## src/design/psrc_pkg.sv

```systemverilog
package psrc_pkg;

	// Register byte offsets.
	localparam logic [11:0] PSRC_WDOG_OFF   = 12'h040;
	localparam logic [11:0] PSRC_SERIAL_OFF = 12'h044;
	localparam logic [11:0] PSRC_PORT_OFF   = 12'h048;

	// Field positions.
	localparam int PSRC_WDOG_BIT   = 3;
	localparam int PSRC_SYNC_SERIAL_ZERO_RESET_BIT_BIT   = 4;
	localparam int PSRC_SERIAL_PORT_ONE_RESET_BIT_BIT  = 1;
	localparam int PSRC_SERIAL_PORT_ZERO_RESET_BIT_BIT  = 0;
	localparam int PSRC_PORT_LSB   = 0;
	localparam int PSRC_PORT_COUNT = 5;

	// Implemented bits of each register; everything else is reserved.
	localparam logic [31:0] PSRC_WDOG_IMPL   = 32'h0000_0008;
	localparam logic [31:0] PSRC_SERIAL_IMPL = 32'h0000_0013;
	localparam logic [31:0] PSRC_PORT_IMPL   = 32'h0000_001f;

	localparam logic [31:0] PSRC_RESET_VAL = 32'h0000_0000;
	localparam logic [31:0] PSRC_ZERO      = 32'h0000_0000;

endpackage

```

## src/design/psrc_reg_if.sv

```systemverilog
`timescale 1ns/100ps
`default_nettype none
interface psrc_reg_if;
	logic        wr;
	logic [31:0] wdata;
	logic [31:0] mask;
	logic [31:0] q;

	modport ctl (output wr, output wdata, output mask, input q);
	modport store (input wr, input wdata, input mask, output q);
endinterface
`default_nettype wire

```

## src/design/psrc_mreg.sv

```systemverilog
`timescale 1ns/100ps
`default_nettype none
module psrc_mreg
	import psrc_pkg::*;
(
	// Clock and reset.
	input  wire logic   clk,
	input  wire logic   rst_n,
	// Register port.
	psrc_reg_if.store   rp
);
	logic [31:0] q_q;
	logic [31:0] q_d;

	// Bits outside the mask keep their value, so absent units never change.
	always_comb begin
		q_d = q_q;
		if (rp.wr) begin
			q_d = (q_q & ~rp.mask) | (rp.wdata & rp.mask);
		end
	end

	always_ff @(posedge clk or negedge rst_n) begin
		if (!rst_n) begin
			q_q <= PSRC_RESET_VAL;
		end else begin
			q_q <= q_d;
		end
	end

	assign rp.q = q_q;
endmodule
`default_nettype wire

```

## src/design/psrc_top.sv

```systemverilog
// Notes on behaviour
// - Each write is masked by the matching capability input so only present units change.
// - The watchdog register holds a read/write reset bit at position 3.
// - The serial register holds bit 4 for sync serial 0, bit 1 for port 1, bit 0 for port 0.
// - The port register holds reset bits for ports A to E at bits 0 to 4.
// - Reserved bits read as zero and software keeps them during read-modify-write.
// - All reset control bits are cleared by reset.
//
// Local design decision: the APB slave port.
`timescale 1ns/100ps
`default_nettype none
module psrc_top
	import psrc_pkg::*;
(
	// Clock and reset.
	input  wire logic                       REF_CLK,
	input  wire logic                       RESETN,
	// APB slave.
	input  wire logic                       PSEL,
	input  wire logic                       PENABLE,
	input  wire logic                       PWRITE,
	input  wire logic [11:0]                PADDR,
	input  wire logic [31:0]                PWDATA,
	output var  logic                       PREADY,
	output var  logic [31:0]                PRDATA,
	output var  logic                       PSLVERR,
	// Capability masks.
	input  wire logic [31:0]                CAP_MASK_ONE,
	input  wire logic [31:0]                CAP_MASK_TWO,
	input  wire logic [31:0]                CAP_MASK_FOUR,
	// Unit reset holds.
	output logic                            WDOG_RST,
	output logic                            SYNC_SERIAL_ZERO_RESET_BIT_RST,
	output logic                            SERIAL_PORT_ONE_RESET_BIT_RST,
	output logic                            SERIAL_PORT_ZERO_RESET_BIT_RST,
	output logic [PSRC_PORT_COUNT-1:0]      PORT_RST
);
	psrc_reg_if wd_if();
	psrc_reg_if se_if();
	psrc_reg_if po_if();

	logic        pready_q;
	logic        pslverr_q;
	logic [31:0] prdata_q;
	logic        setup;
	logic        access;
	logic        hit_wd;
	logic        hit_se;
	logic        hit_po;
	logic [31:0] rd_mux;

	assign setup  = PSEL && !PENABLE;
	assign access = PSEL && PENABLE && pready_q;
	assign hit_wd = (PADDR == PSRC_WDOG_OFF);
	assign hit_se = (PADDR == PSRC_SERIAL_OFF);
	assign hit_po = (PADDR == PSRC_PORT_OFF);

	// Reserved positions never reach the store, so they read back as zero.
	assign wd_if.mask  = CAP_MASK_ONE & PSRC_WDOG_IMPL;
	assign se_if.mask  = CAP_MASK_TWO & PSRC_SERIAL_IMPL;
	assign po_if.mask  = CAP_MASK_FOUR & PSRC_PORT_IMPL;
	assign wd_if.wdata = PWDATA;
	assign se_if.wdata = PWDATA;
	assign po_if.wdata = PWDATA;
	assign wd_if.wr    = access && PWRITE && hit_wd;
	assign se_if.wr    = access && PWRITE && hit_se;
	assign po_if.wr    = access && PWRITE && hit_po;

	psrc_mreg u_wdog (.clk(REF_CLK), .rst_n(RESETN), .rp(wd_if.store));
	psrc_mreg u_serial (.clk(REF_CLK), .rst_n(RESETN), .rp(se_if.store));
	psrc_mreg u_port (.clk(REF_CLK), .rst_n(RESETN), .rp(po_if.store));

	always_comb begin
		rd_mux = PSRC_ZERO;
		if (hit_wd) begin
			rd_mux = wd_if.q & PSRC_WDOG_IMPL;
		end else if (hit_se) begin
			rd_mux = se_if.q & PSRC_SERIAL_IMPL;
		end else if (hit_po) begin
			rd_mux = po_if.q & PSRC_PORT_IMPL;
		end
	end

	// Ready is raised one edge after setup, giving a zero-wait access phase
	// while keeping every bus output on a flip-flop.
	always_ff @(posedge REF_CLK or negedge RESETN) begin
		if (!RESETN) begin
			pready_q <= 1'b0;
		end else begin
			pready_q <= setup;
		end
	end

	always_ff @(posedge REF_CLK or negedge RESETN) begin
		if (!RESETN) begin
			prdata_q  <= PSRC_ZERO;
			pslverr_q <= 1'b0;
		end else if (setup) begin
			prdata_q  <= PWRITE ? PSRC_ZERO : rd_mux;
			pslverr_q <= !(hit_wd || hit_se || hit_po);
		end else if (access || !PSEL) begin
			// Clearing at the access edge keeps the answer to exactly one cycle.
			prdata_q  <= PSRC_ZERO;
			pslverr_q <= 1'b0;
		end
	end

	assign PREADY  = pready_q;
	assign PRDATA  = prdata_q;
	assign PSLVERR = pslverr_q;

	// Holds come straight from the stored bits.
	assign WDOG_RST  = wd_if.q[PSRC_WDOG_BIT];
	assign SYNC_SERIAL_ZERO_RESET_BIT_RST  = se_if.q[PSRC_SYNC_SERIAL_ZERO_RESET_BIT_BIT];
	assign SERIAL_PORT_ONE_RESET_BIT_RST = se_if.q[PSRC_SERIAL_PORT_ONE_RESET_BIT_BIT];
	assign SERIAL_PORT_ZERO_RESET_BIT_RST = se_if.q[PSRC_SERIAL_PORT_ZERO_RESET_BIT_BIT];
	assign PORT_RST  = po_if.q[PSRC_PORT_LSB +: PSRC_PORT_COUNT];
endmodule
`default_nettype wire
```

## config.mk

```make
export PLATFORM = sky130hd
export DESIGN_NAME = psrc_top
export DESIGN_NICKNAME = d
export VERILOG_FILES = /design/src/design/psrc_pkg.sv /design/src/design/psrc_reg_if.sv /design/src/design/psrc_mreg.sv /design/src/design/psrc_top.sv
export SDC_FILE = /design/constraint.sdc
export NUM_CORES = 1
export LEC_CHECK = 0
export BUFFER_PORTS_ARGS = -buffer_cell sky130_fd_sc_hd__buf_2
export CAP_MARGIN = 5
export CORE_ASPECT_RATIO = 1.5
export CORE_MARGIN = 8
export CORE_UTILIZATION = 25
export DETAILED_ROUTE_END_ITERATION = 7
export GPL_TIMING_DRIVEN = 0
export PLACE_DENSITY = 0.8
export SLEW_MARGIN = 10
export SYNTH_ARGS = -nofsm -noshare
export SYNTH_HDL_FRONTEND = slang
export SYNTH_SLANG_ARGS = --single-unit
```

## constraint.sdc

```tcl
create_clock -name REF_CLK -period 1.8 [get_ports REF_CLK]
set_input_delay 0 -clock REF_CLK [delete_from_list [all_inputs] [get_ports REF_CLK]]
set_output_delay 0 -clock REF_CLK [all_outputs]
set_load 0.05 [all_outputs]
```

# --- Yosys cells after proc, flatten, opt, wreduce, memory -nomap -nowiden ---
# Cells that the tools add are included.
op_classes:
  n_eq_ne: 3
  n_mux: 8
  bitwise: 12
  reduce_logical: 14
op_table:
  columns: ["cell", "count"]
  rows:
  - ["2-to-1 mux 32 bit", 5]
  - ["bitwise AND 32 bit", 3]
  - ["bitwise OR 32 bit", 3]
  - ["bitwise AND 32 x 5 -> 32 bit", 2]
  - ["NOT 5 -> 32 bit", 2]
  - ["== test 12 x 7 -> 1 bit (second input constant)", 3]
  - ["bitwise AND 32 x 4 -> 32 bit", 1]
  - ["NOT 4 -> 32 bit", 1]
  - ["logical AND 1 bit", 7]
  - ["2-to-1 mux 5 bit", 1]
  - ["zero test 1 bit", 3]
  - ["logical OR 1 bit", 3]
  - ["2-to-1 mux 1 bit", 2]
  - ["nonzero test 2 bit", 1]
word_totals:
  register_bits: 130
  input_bits: 145

# --- Depth between registers and ports, before layout ---
# Gate-level depths: netlist (run 1).
depth:
  ltp_word: 6
  mapped_depth: 5
  depth_no_buf: 4

# --- Cells and area by module ---
# Synthesis (run 1) repeated with hierarchy kept, for this count alone.
unflattened:
  cells_unflattened: 369
  hier_area_um2: 4888.4
modules_own_cells:
  columns: ["mod", "n_inst", "cells_each", "area_per_inst_um2", "seq_area_each_um2"]
  rows:
  - ["psrc_mreg", 3, 99, 1427.6, 800.8]
  - ["psrc_top", 1, 72, 605.6, 175.2]

# --- Least setup slack after synthesis (run 1) ---
# Ideal clock, no wire load.
synth_path:
  path_type: "register to register"
  from: "register pready_q, in the netlist PREADY"
  to: "register (tool-made name)"
  setup_time_ns: 0.128
  arrival_ns: 1.529
  t_required_ns: 1.672
  path_slack_ns: 0.143
  path_stages_with_launch: 5
  n_path_buf: 0
  period_less_slack_ns: 1.657
  path_cell_list: "dfrtp_1 > and4_2 > and2_1 > nand3_1 > mux2_1"
synth_rtl:
  columns: ["item", "line_no", "rtl"]
  rows:
  - ["start: declaration", "psrc_top.sv:42", "logic pready_q;"]
  - ["start signal: assignment", "psrc_top.sv:90", "pready_q <= setup;"]

==> impl_metrics.prom, run 1 <==
# TYPE chip_impl_metric gauge
chip_impl_metric{name="insertedDiodeCount",unit=""} 0
chip_impl_metric{name="syn_inst",unit=""} 88
chip_impl_metric{name="longest_individual_stage_delay_on_the_worst_path",unit="ns"} 0.53
chip_impl_info{name="worst-setup-path-type",value="in -> reg"} 1
chip_impl_info{name="end_kind",value="flip-flop"} 1
chip_impl_metric{name="dr_wl_met2",unit="um"} 1137
chip_impl_info{name="run_status",value="complete, no violations"} 1
chip_impl_metric{name="slew_viol_final",unit=""} 0
chip_impl_metric{name="drtPass1Iterations",unit=""} 3
chip_impl_metric{name="tritoncts_buffer_count",unit=""} 3
chip_impl_metric{name="place.port_buffers",unit=""} 46
chip_impl_metric{name="grt_antenna_before_repair",unit=""} 0
chip_impl_metric{name="power_per_cell_area",unit="nW/um^2"} 603.3
chip_impl_metric{name="mapped_cell_area",unit="um^2"} 969.7
chip_impl_metric{name="worst-r2r-cell-count",unit=""} 4
chip_impl_metric{name="nets",unit=""} 316
chip_impl_metric{name="synth.area.mux_share",unit="%"} 11.48
chip_impl_info{name="synth_common_cells",value="sky130_fd_sc_hd__buf_4 (27), sky130_fd_sc_hd__dfrtp_1 (16), sky130_fd_sc_hd__a22o_1 (8)"} 1
chip_impl_metric{name="post_drt_wl_per_cell",unit="um"} 13.19
chip_impl_metric{name="remaining_drc_errors",unit=""} 0
chip_impl_info{name="min_delay_path_class",value="in -> reg"} 1
chip_impl_metric{name="layout-area-overhead-vs-synth",unit="%"} 49.81
chip_impl_metric{name="cts_max_level",unit=""} 1
chip_impl_metric{name="grt_first_pass_wirelength",unit="um"} 4188
chip_impl_metric{name="routed-via-count",unit=""} 843
chip_impl_metric{name="required",unit="ns"} 1.93
chip_impl_info{name="cts_root_buf",value="sky130_fd_sc_hd__clkbuf_8"} 1
chip_impl_metric{name="rows",unit=""} 27
chip_impl_info{name="worst_r2r_startpoint",value="PREADY"} 1
chip_impl_metric{name="finalSetupTns",unit="ns"} 0
chip_impl_metric{name="vdd_ir_drop_max",unit="mV"} 0.3300
chip_impl_metric{name="cts_max_path_buffers",unit=""} 2
chip_impl_metric{name="num-fill-cells",unit=""} 398
chip_impl_metric{name="clock_latency_reported_for_the_late_side_of_the_worst_skew_pair",unit="ns"} 0.24
chip_impl_metric{name="number_of_distinct_library_cells_after_synthesis",unit=""} 20
chip_impl_metric{name="drt_wl_total",unit="um"} 2796
chip_impl_metric{name="wl_met3",unit="um"} 549
chip_impl_info{name="synth_top_family_by_area",value="buffers and inverters"} 1
chip_impl_info{name="critical_path.startpoint_type",value="primary input"} 1
chip_impl_metric{name="die-area",unit="um^2"} 6169
chip_impl_metric{name="min_path_cells",unit=""} 2
chip_impl_metric{name="count_of_final_setup_violators",unit=""} 0
chip_impl_metric{name="gpl.final_weighted_congestion",unit=""} 0.6812
chip_impl_metric{name="clock-skew-final",unit="ns"} 0.002496
chip_impl_metric{name="timing.critical_path.arrival",unit="ns"} 1.64
chip_impl_metric{name="final_design_area_no_fill",unit="um^2"} 1453
chip_impl_metric{name="grt_max_degree",unit=""} 17
chip_impl_metric{name="drv_cap",unit=""} 0
chip_impl_metric{name="synth_xor_area_share",unit="%"} 0
chip_impl_metric{name="top_level_ports",unit=""} 188
chip_impl_metric{name="start_util",unit="%"} 26.33
chip_impl_metric{name="finalCritPeriodShare",unit="%"} 84.35
chip_impl_info{name="crit_chain",value="dlygate4sd3_1 -> buf_2 -> and4_2 -> and2_1 -> nand3_1 -> mux2_1"} 1
chip_impl_metric{name="drt_first_iter_violations",unit=""} 14
chip_impl_info{name="cell_type_with_the_highest_aggregate_area_in_the_netlist",value="sky130_fd_sc_hd__dfrtp_1"} 1
chip_impl_metric{name="netlist.area_leader.share",unit="%"} 41.29
chip_impl_metric{name="die_width",unit="um"} 66.85
chip_impl_metric{name="synth_fa_ha_area_share",unit="%"} 0
chip_impl_metric{name="finalWorstPathRequiredPeriod",unit="ns"} 1.518
chip_impl_info{name="synth_area_leaders",value="sky130_fd_sc_hd__dfrtp_1 (41%), sky130_fd_sc_hd__buf_4 (21%), sky130_fd_sc_hd__a22o_1 (7.2%)"} 1
chip_impl_metric{name="critical_path.max_fanout",unit=""} 5
chip_impl_metric{name="synth_seq_cells",unit=""} 16
chip_impl_metric{name="vias_per_cell",unit=""} 3.976
chip_impl_metric{name="final_antenna_violating_net_count",unit=""} 0
chip_impl_metric{name="path_clk_slew",unit="ns"} 0.06
chip_impl_info{name="min_from",value="PWDATA[3]"} 1
chip_impl_metric{name="core_area",unit="um^2"} 3682
chip_impl_metric{name="die_height",unit="um"} 92.28
chip_impl_metric{name="timing.fmax",unit="GHz"} 0.6586
chip_impl_info{name="synth.most_common_cell",value="sky130_fd_sc_hd__buf_4"} 1
chip_impl_metric{name="grt_pass1_vias",unit=""} 911
chip_impl_info{name="grt_setup_unrepaired",value="false"} 1
chip_impl_metric{name="tritoncts_num_sinks",unit=""} 16
chip_impl_metric{name="yosys_warnings",unit=""} 0
chip_impl_info{name="cts_tree",value="yes"} 1
chip_impl_metric{name="grt_use_total",unit="%"} 8.602
chip_impl_metric{name="wl_met1",unit="um"} 1095
chip_impl_metric{name="synth_simple_gate_area_share",unit="%"} 16.52
chip_impl_metric{name="synth_compound_area_share",unit="%"} 8.258
chip_impl_info{name="crit_start",value="PENABLE"} 1
chip_impl_metric{name="overflow",unit=""} 0
chip_impl_metric{name="synth_enable_flop_cells",unit=""} 0
chip_impl_metric{name="power.static_leakage",unit="nW"} 0.8459
chip_impl_info{name="critical_path.slowest_cell",value="sky130_fd_sc_hd__dlygate4sd3_1"} 1
chip_impl_metric{name="placed_area",unit="um^2"} 1351
chip_impl_metric{name="dpl.hpwl",unit="um"} 2414
chip_impl_metric{name="async_flop_share",unit="%"} 100.0
chip_impl_metric{name="layout-drive-gt1-share",unit="%"} 50.89
chip_impl_info{name="top_layer",value="met4"} 1
chip_impl_metric{name="hold_viol",unit=""} 0
chip_impl_metric{name="synth_sequential_area_ratio",unit="%"} 41.29
chip_impl_info{name="ys_dominant_reg_cell",value="sky130_fd_sc_hd__dfrtp_1"} 1
chip_impl_metric{name="synth_area_per_cell",unit="um^2"} 11.02
## layout by cell type (no fill, tap or decap), drive strengths merged
master and n:
a22o 8, a32o 1, and2 1, and3b 1, and4 1, buf 74, clkbuf 3, conb 27
dfrtp 16, dlygate4sd3 6, mux2 9, mux2i 1, nand2 3, nand3 5, nand4 4, nor2 3
nor2b 3, nor4 1, or4 1, or4b 1
## what timing repair did
item	in CTS	in global routing
endpoints found under the hold margin	21	0
endpoints found under the setup margin	0	0
gates resized for setup	0	0
buffers inserted	0	0
hold buffers	6	0
## where the power goes
part	internal [mW]	total, mW	switching, mW
Sequential	0.363	0.364	0.00164
Combinational	0.0802	0.255	0.175
Clock	0.148	0.257	0.110
Total	0.591	0.876	0.286
## worst max-delay path, delay by kind of cell
| kind | cells | cell delay (ns) |
|---|---|---|
| multiplexers | 1 | 0.31 |
| buffers and inverters | 2 | 0.65 |
| AND/OR/NAND/NOR | 3 | 0.69 |
## layer usage
| metal | GRT usage (%) | vias up |
|---|---|---|
| li1 | - | 426 |
| met3 | 5.116 | 2 |
| met5 | 0 | - |
| met1 | 9.234 | 350 |
| met2 | 13.45 | 65 |
| met4 | 3.152 | 0 |
## logic make-up after synthesis
kind of cell	Yosys count
AND/OR/NAND/NOR	24
multiplexers	10
other	1
AO/OA/AOI/OAI	9
buffers and inverters	28
flip-flops	16
## worst paths after layout
path | to | slack (ns)
max in group asynchronous | async pin | 1.34
worst min-delay path | flip-flop | 0.02
worst max-delay path | flip-flop | 0.28
worst min register to register | PRDATA[1] | 0.50
worst max register to register | flip-flop | 0.30
min in group asynchronous | async pin | 0.20
## final cells by class
cell class | count | area, um^2 | share of cell area (%)
multi-input cells | 70 | 452.9 | 31.18
well taps | 43 | 53.80 | 3.704
plain buffers | 28 | 214.0 | 14.73
flip-flops and latches | 16 | 400.4 | 27.56
clock buffers | 3 | 41.29 | 2.842
repair buffers | 52 | 290.3 | 19.98
## through the flow
step                      total power [mW]  utilization [%]  hold WS [ns]  instances  worst slack [ns]
after floorplan                     0.5620                -       -0.2956        114            0.1429
after global placement              0.6101            36.70      -0.07619        203            0.1498
after detailed placement            0.6122            36.70      -0.07089        203            0.1305
after CTS                           0.8840            39.45       0.01129        212            0.2605
after global routing                0.9145            39.45       0.01865        212            0.2019
final                               0.8764            39.45       0.01675        212            0.2816
Power figures use the tool's default switching activity.
==> run 2: changes to the inputs <==
Clock period 1.8 ns to 1.5 ns, I/O delays scaled along.
==> impl_metrics.prom, run 2 (synthesis results as in run 1) <==
# TYPE chip_impl_metric gauge
chip_impl_info{name="end_kind",value="flip-flop"} 1
chip_impl_metric{name="core_area",unit="um^2"} 3682
chip_impl_metric{name="drtPass1Iterations",unit=""} 4
chip_impl_metric{name="layout-drive-gt1-share",unit="%"} 52.35
chip_impl_metric{name="layout-area-overhead-vs-synth",unit="%"} 50.32
chip_impl_metric{name="finalCritPeriodShare",unit="%"} 93.89
chip_impl_metric{name="vdd_ir_drop_max",unit="mV"} 0.5838
chip_impl_metric{name="clock-skew-final",unit="ns"} 0.001408
chip_impl_metric{name="final_antenna_violating_net_count",unit=""} 0
chip_impl_metric{name="grt_pass1_vias",unit=""} 915
chip_impl_metric{name="sequentialPowerShare",unit="%"} 41.4
chip_impl_metric{name="post-route-worst-setup-slack",unit="ns"} 0.09169
chip_impl_metric{name="routed-via-count",unit=""} 860
chip_impl_metric{name="count_of_final_setup_violators",unit=""} 0
chip_impl_metric{name="required",unit="ns"} 1.63
chip_impl_metric{name="power.static_leakage",unit="nW"} 0.8485
chip_impl_metric{name="grt_first_pass_wirelength",unit="um"} 4084
chip_impl_metric{name="clock_latency_reported_for_the_late_side_of_the_worst_skew_pair",unit="ns"} 0.24
chip_impl_metric{name="start_util",unit="%"} 26.33
chip_impl_info{name="crit_start",value="PREADY"} 1
chip_impl_metric{name="share_of_power_burned_in_combinational_logic",unit="%"} 28.6
chip_impl_metric{name="insertedDiodeCount",unit=""} 0
chip_impl_info{name="cts_root_buf",value="sky130_fd_sc_hd__clkbuf_8"} 1
chip_impl_metric{name="placed_cells",unit=""} 203
chip_impl_info{name="worst_r2r_startpoint",value="PREADY"} 1
chip_impl_metric{name="finalWorstPathRequiredPeriod",unit="ns"} 1.408
chip_impl_metric{name="longest_individual_stage_delay_on_the_worst_path",unit="ns"} 0.42
chip_impl_info{name="run_status",value="complete, no violations"} 1
chip_impl_metric{name="die_width",unit="um"} 66.85
chip_impl_metric{name="die_height",unit="um"} 92.28
chip_impl_metric{name="gpl.final_weighted_congestion",unit=""} 0.7898
chip_impl_metric{name="grt_max_degree",unit=""} 17
chip_impl_metric{name="die-area",unit="um^2"} 6169
chip_impl_metric{name="rows",unit=""} 27
chip_impl_info{name="crit_chain",value="and4_4 -> and2_2 -> nand3_1 -> mux2_2"} 1
chip_impl_metric{name="timing.fmax",unit="GHz"} 0.7101
chip_impl_metric{name="wl_met1",unit="um"} 1028
chip_impl_metric{name="post_drt_wl_per_cell",unit="um"} 12.69
chip_impl_metric{name="finish.utilization",unit="%"} 39.59
chip_impl_metric{name="drt_wl_total",unit="um"} 2704
chip_impl_metric{name="grt_antenna_before_repair",unit=""} 0
chip_impl_metric{name="top_level_ports",unit=""} 188
chip_impl_info{name="most-common-layout-cells",value="sky130_fd_sc_hd__buf_2 (46), sky130_fd_sc_hd__buf_4 (28), sky130_fd_sc_hd__conb_1 (27)"} 1
chip_impl_metric{name="wl_met3",unit="um"} 506
chip_impl_metric{name="post-place-ws",unit="ns"} -0.1879
chip_impl_info{name="min_delay_path_class",value="in -> reg"} 1
chip_impl_info{name="worst-setup-path-type",value="reg -> reg"} 1
chip_impl_metric{name="critical_path.max_fanout",unit=""} 5
chip_impl_metric{name="drt_first_iter_violations",unit=""} 16
chip_impl_metric{name="power.net_switching",unit="mW"} 0.3390
chip_impl_metric{name="clock_power_share",unit="%"} 30.0
chip_impl_info{name="top_layer",value="met4"} 1
chip_impl_metric{name="stdcell_count",unit=""} 213
chip_impl_info{name="cts_tree",value="yes"} 1
chip_impl_metric{name="cell_internal_pwr",unit="mW"} 0.7177
chip_impl_metric{name="dpl.hpwl",unit="um"} 2338
chip_impl_metric{name="slew_viol_final",unit=""} 0
chip_impl_metric{name="flop2flop_setup_slack",unit="ns"} 0.09
chip_impl_metric{name="timing.critical_path.arrival",unit="ns"} 1.54
chip_impl_metric{name="grt_use_total",unit="%"} 8.480
chip_impl_metric{name="power.total",unit="mW"} 1.057
chip_impl_metric{name="worst-r2r-cell-count",unit=""} 4
chip_impl_metric{name="vias_per_cell",unit=""} 4.038
chip_impl_metric{name="tritoncts_num_sinks",unit=""} 16
chip_impl_info{name="critical_path.startpoint_type",value="flip-flop"} 1
chip_impl_metric{name="cts_max_level",unit=""} 1
chip_impl_metric{name="remaining_drc_errors",unit=""} 0
chip_impl_metric{name="nets",unit=""} 316
chip_impl_metric{name="cts_max_path_buffers",unit=""} 2
chip_impl_info{name="critical_path.slowest_cell",value="sky130_fd_sc_hd__dfrtp_2"} 1
chip_impl_metric{name="hold_slack",unit="ns"} 0.003024
chip_impl_metric{name="path_clk_slew",unit="ns"} 0.06
chip_impl_metric{name="overflow",unit=""} 0
chip_impl_metric{name="place.port_buffers",unit=""} 46
chip_impl_info{name="most_common_library_cell_in_the_layout_ignoring_fill_and_taps",value="sky130_fd_sc_hd__buf_2"} 1
chip_impl_metric{name="power_per_cell_area",unit="nW/um^2"} 724.9
chip_impl_metric{name="tritoncts_buffer_count",unit=""} 3
chip_impl_metric{name="swShare",unit="%"} 32.08
chip_impl_metric{name="drv_cap",unit=""} 0
chip_impl_metric{name="num-fill-cells",unit=""} 384
chip_impl_metric{name="hold_viol",unit=""} 0
chip_impl_metric{name="dr_wl_met2",unit="um"} 1159
==> run 2: final cells by class <==
class	count	area, um^2	share of cell area (%)
multi-input combinational	70	455.4	31.24
tap	43	53.80	3.691
sequential	16	401.6	27.55
clock buffer	4	45.04	3.090
timing repair buffer	52	287.8	19.74
buffer	28	214.0	14.68
==> run 2: per-stage QoR <==
stage | cell area, um^2 | TNS [ns]
4_1_cts | 1449 | 0
3_3_place_gp | 1354 | -1.032
6_report | 1458 | 0
2_1_floorplan | 1070 | 0
5_1_grt | 1458 | -0.02347
3_5_place_dp | 1354 | -1.103
==> run 2: critical path, delay by kind of cell, from the launching register on <==
family | cells | cell delay [ns]
and+or+nand+nor | 3 | 0.55
muxes | 1 | 0.33
DFF | 1 | 0.42
==> run 2: timing repair <==
| action | 4_1_cts | 5_1_grt |
|---|---|---|
| endpoints found under the setup margin | 0 | 6 |
| setup buffers | 0 | 1 |
| hold endpoints to repair | 20 | 0 |
| hold buffers | 5 | 0 |
| gates resized for setup | 0 | 1 |
==> run 2: power groups by stage <==
stage	logic [mW]	clock network [mW]	registers, mW
2_1_floorplan	0.218	0	0.457
6_report	0.302	0.317	0.438
3_3_place_gp	0.287	0	0.445
4_1_cts	0.299	0.327	0.437
5_1_grt	0.321	0.344	0.438
3_5_place_dp	0.289	0	0.445
==> run 2: worst min-delay path by stage <==
stage,startpoint,cells past startpoint,endpoint
floorplan,RESETN,0,PRDATA[0]
global placement,RESETN,1,async pin
detailed placement,RESETN,1,async pin
CTS,PWDATA[3],2,flip-flop
global route,PWDATA[3],2,flip-flop
finish,PWDATA[3],2,flip-flop
==> run 2: layer usage <==
layer / track usage, % / vias to the layer above
li1: - / 426
met1: 9.514 / 370
met2: 13.21 / 62
met3: 5.116 / 2
met4: 2.102 / 0
met5: 0 / -
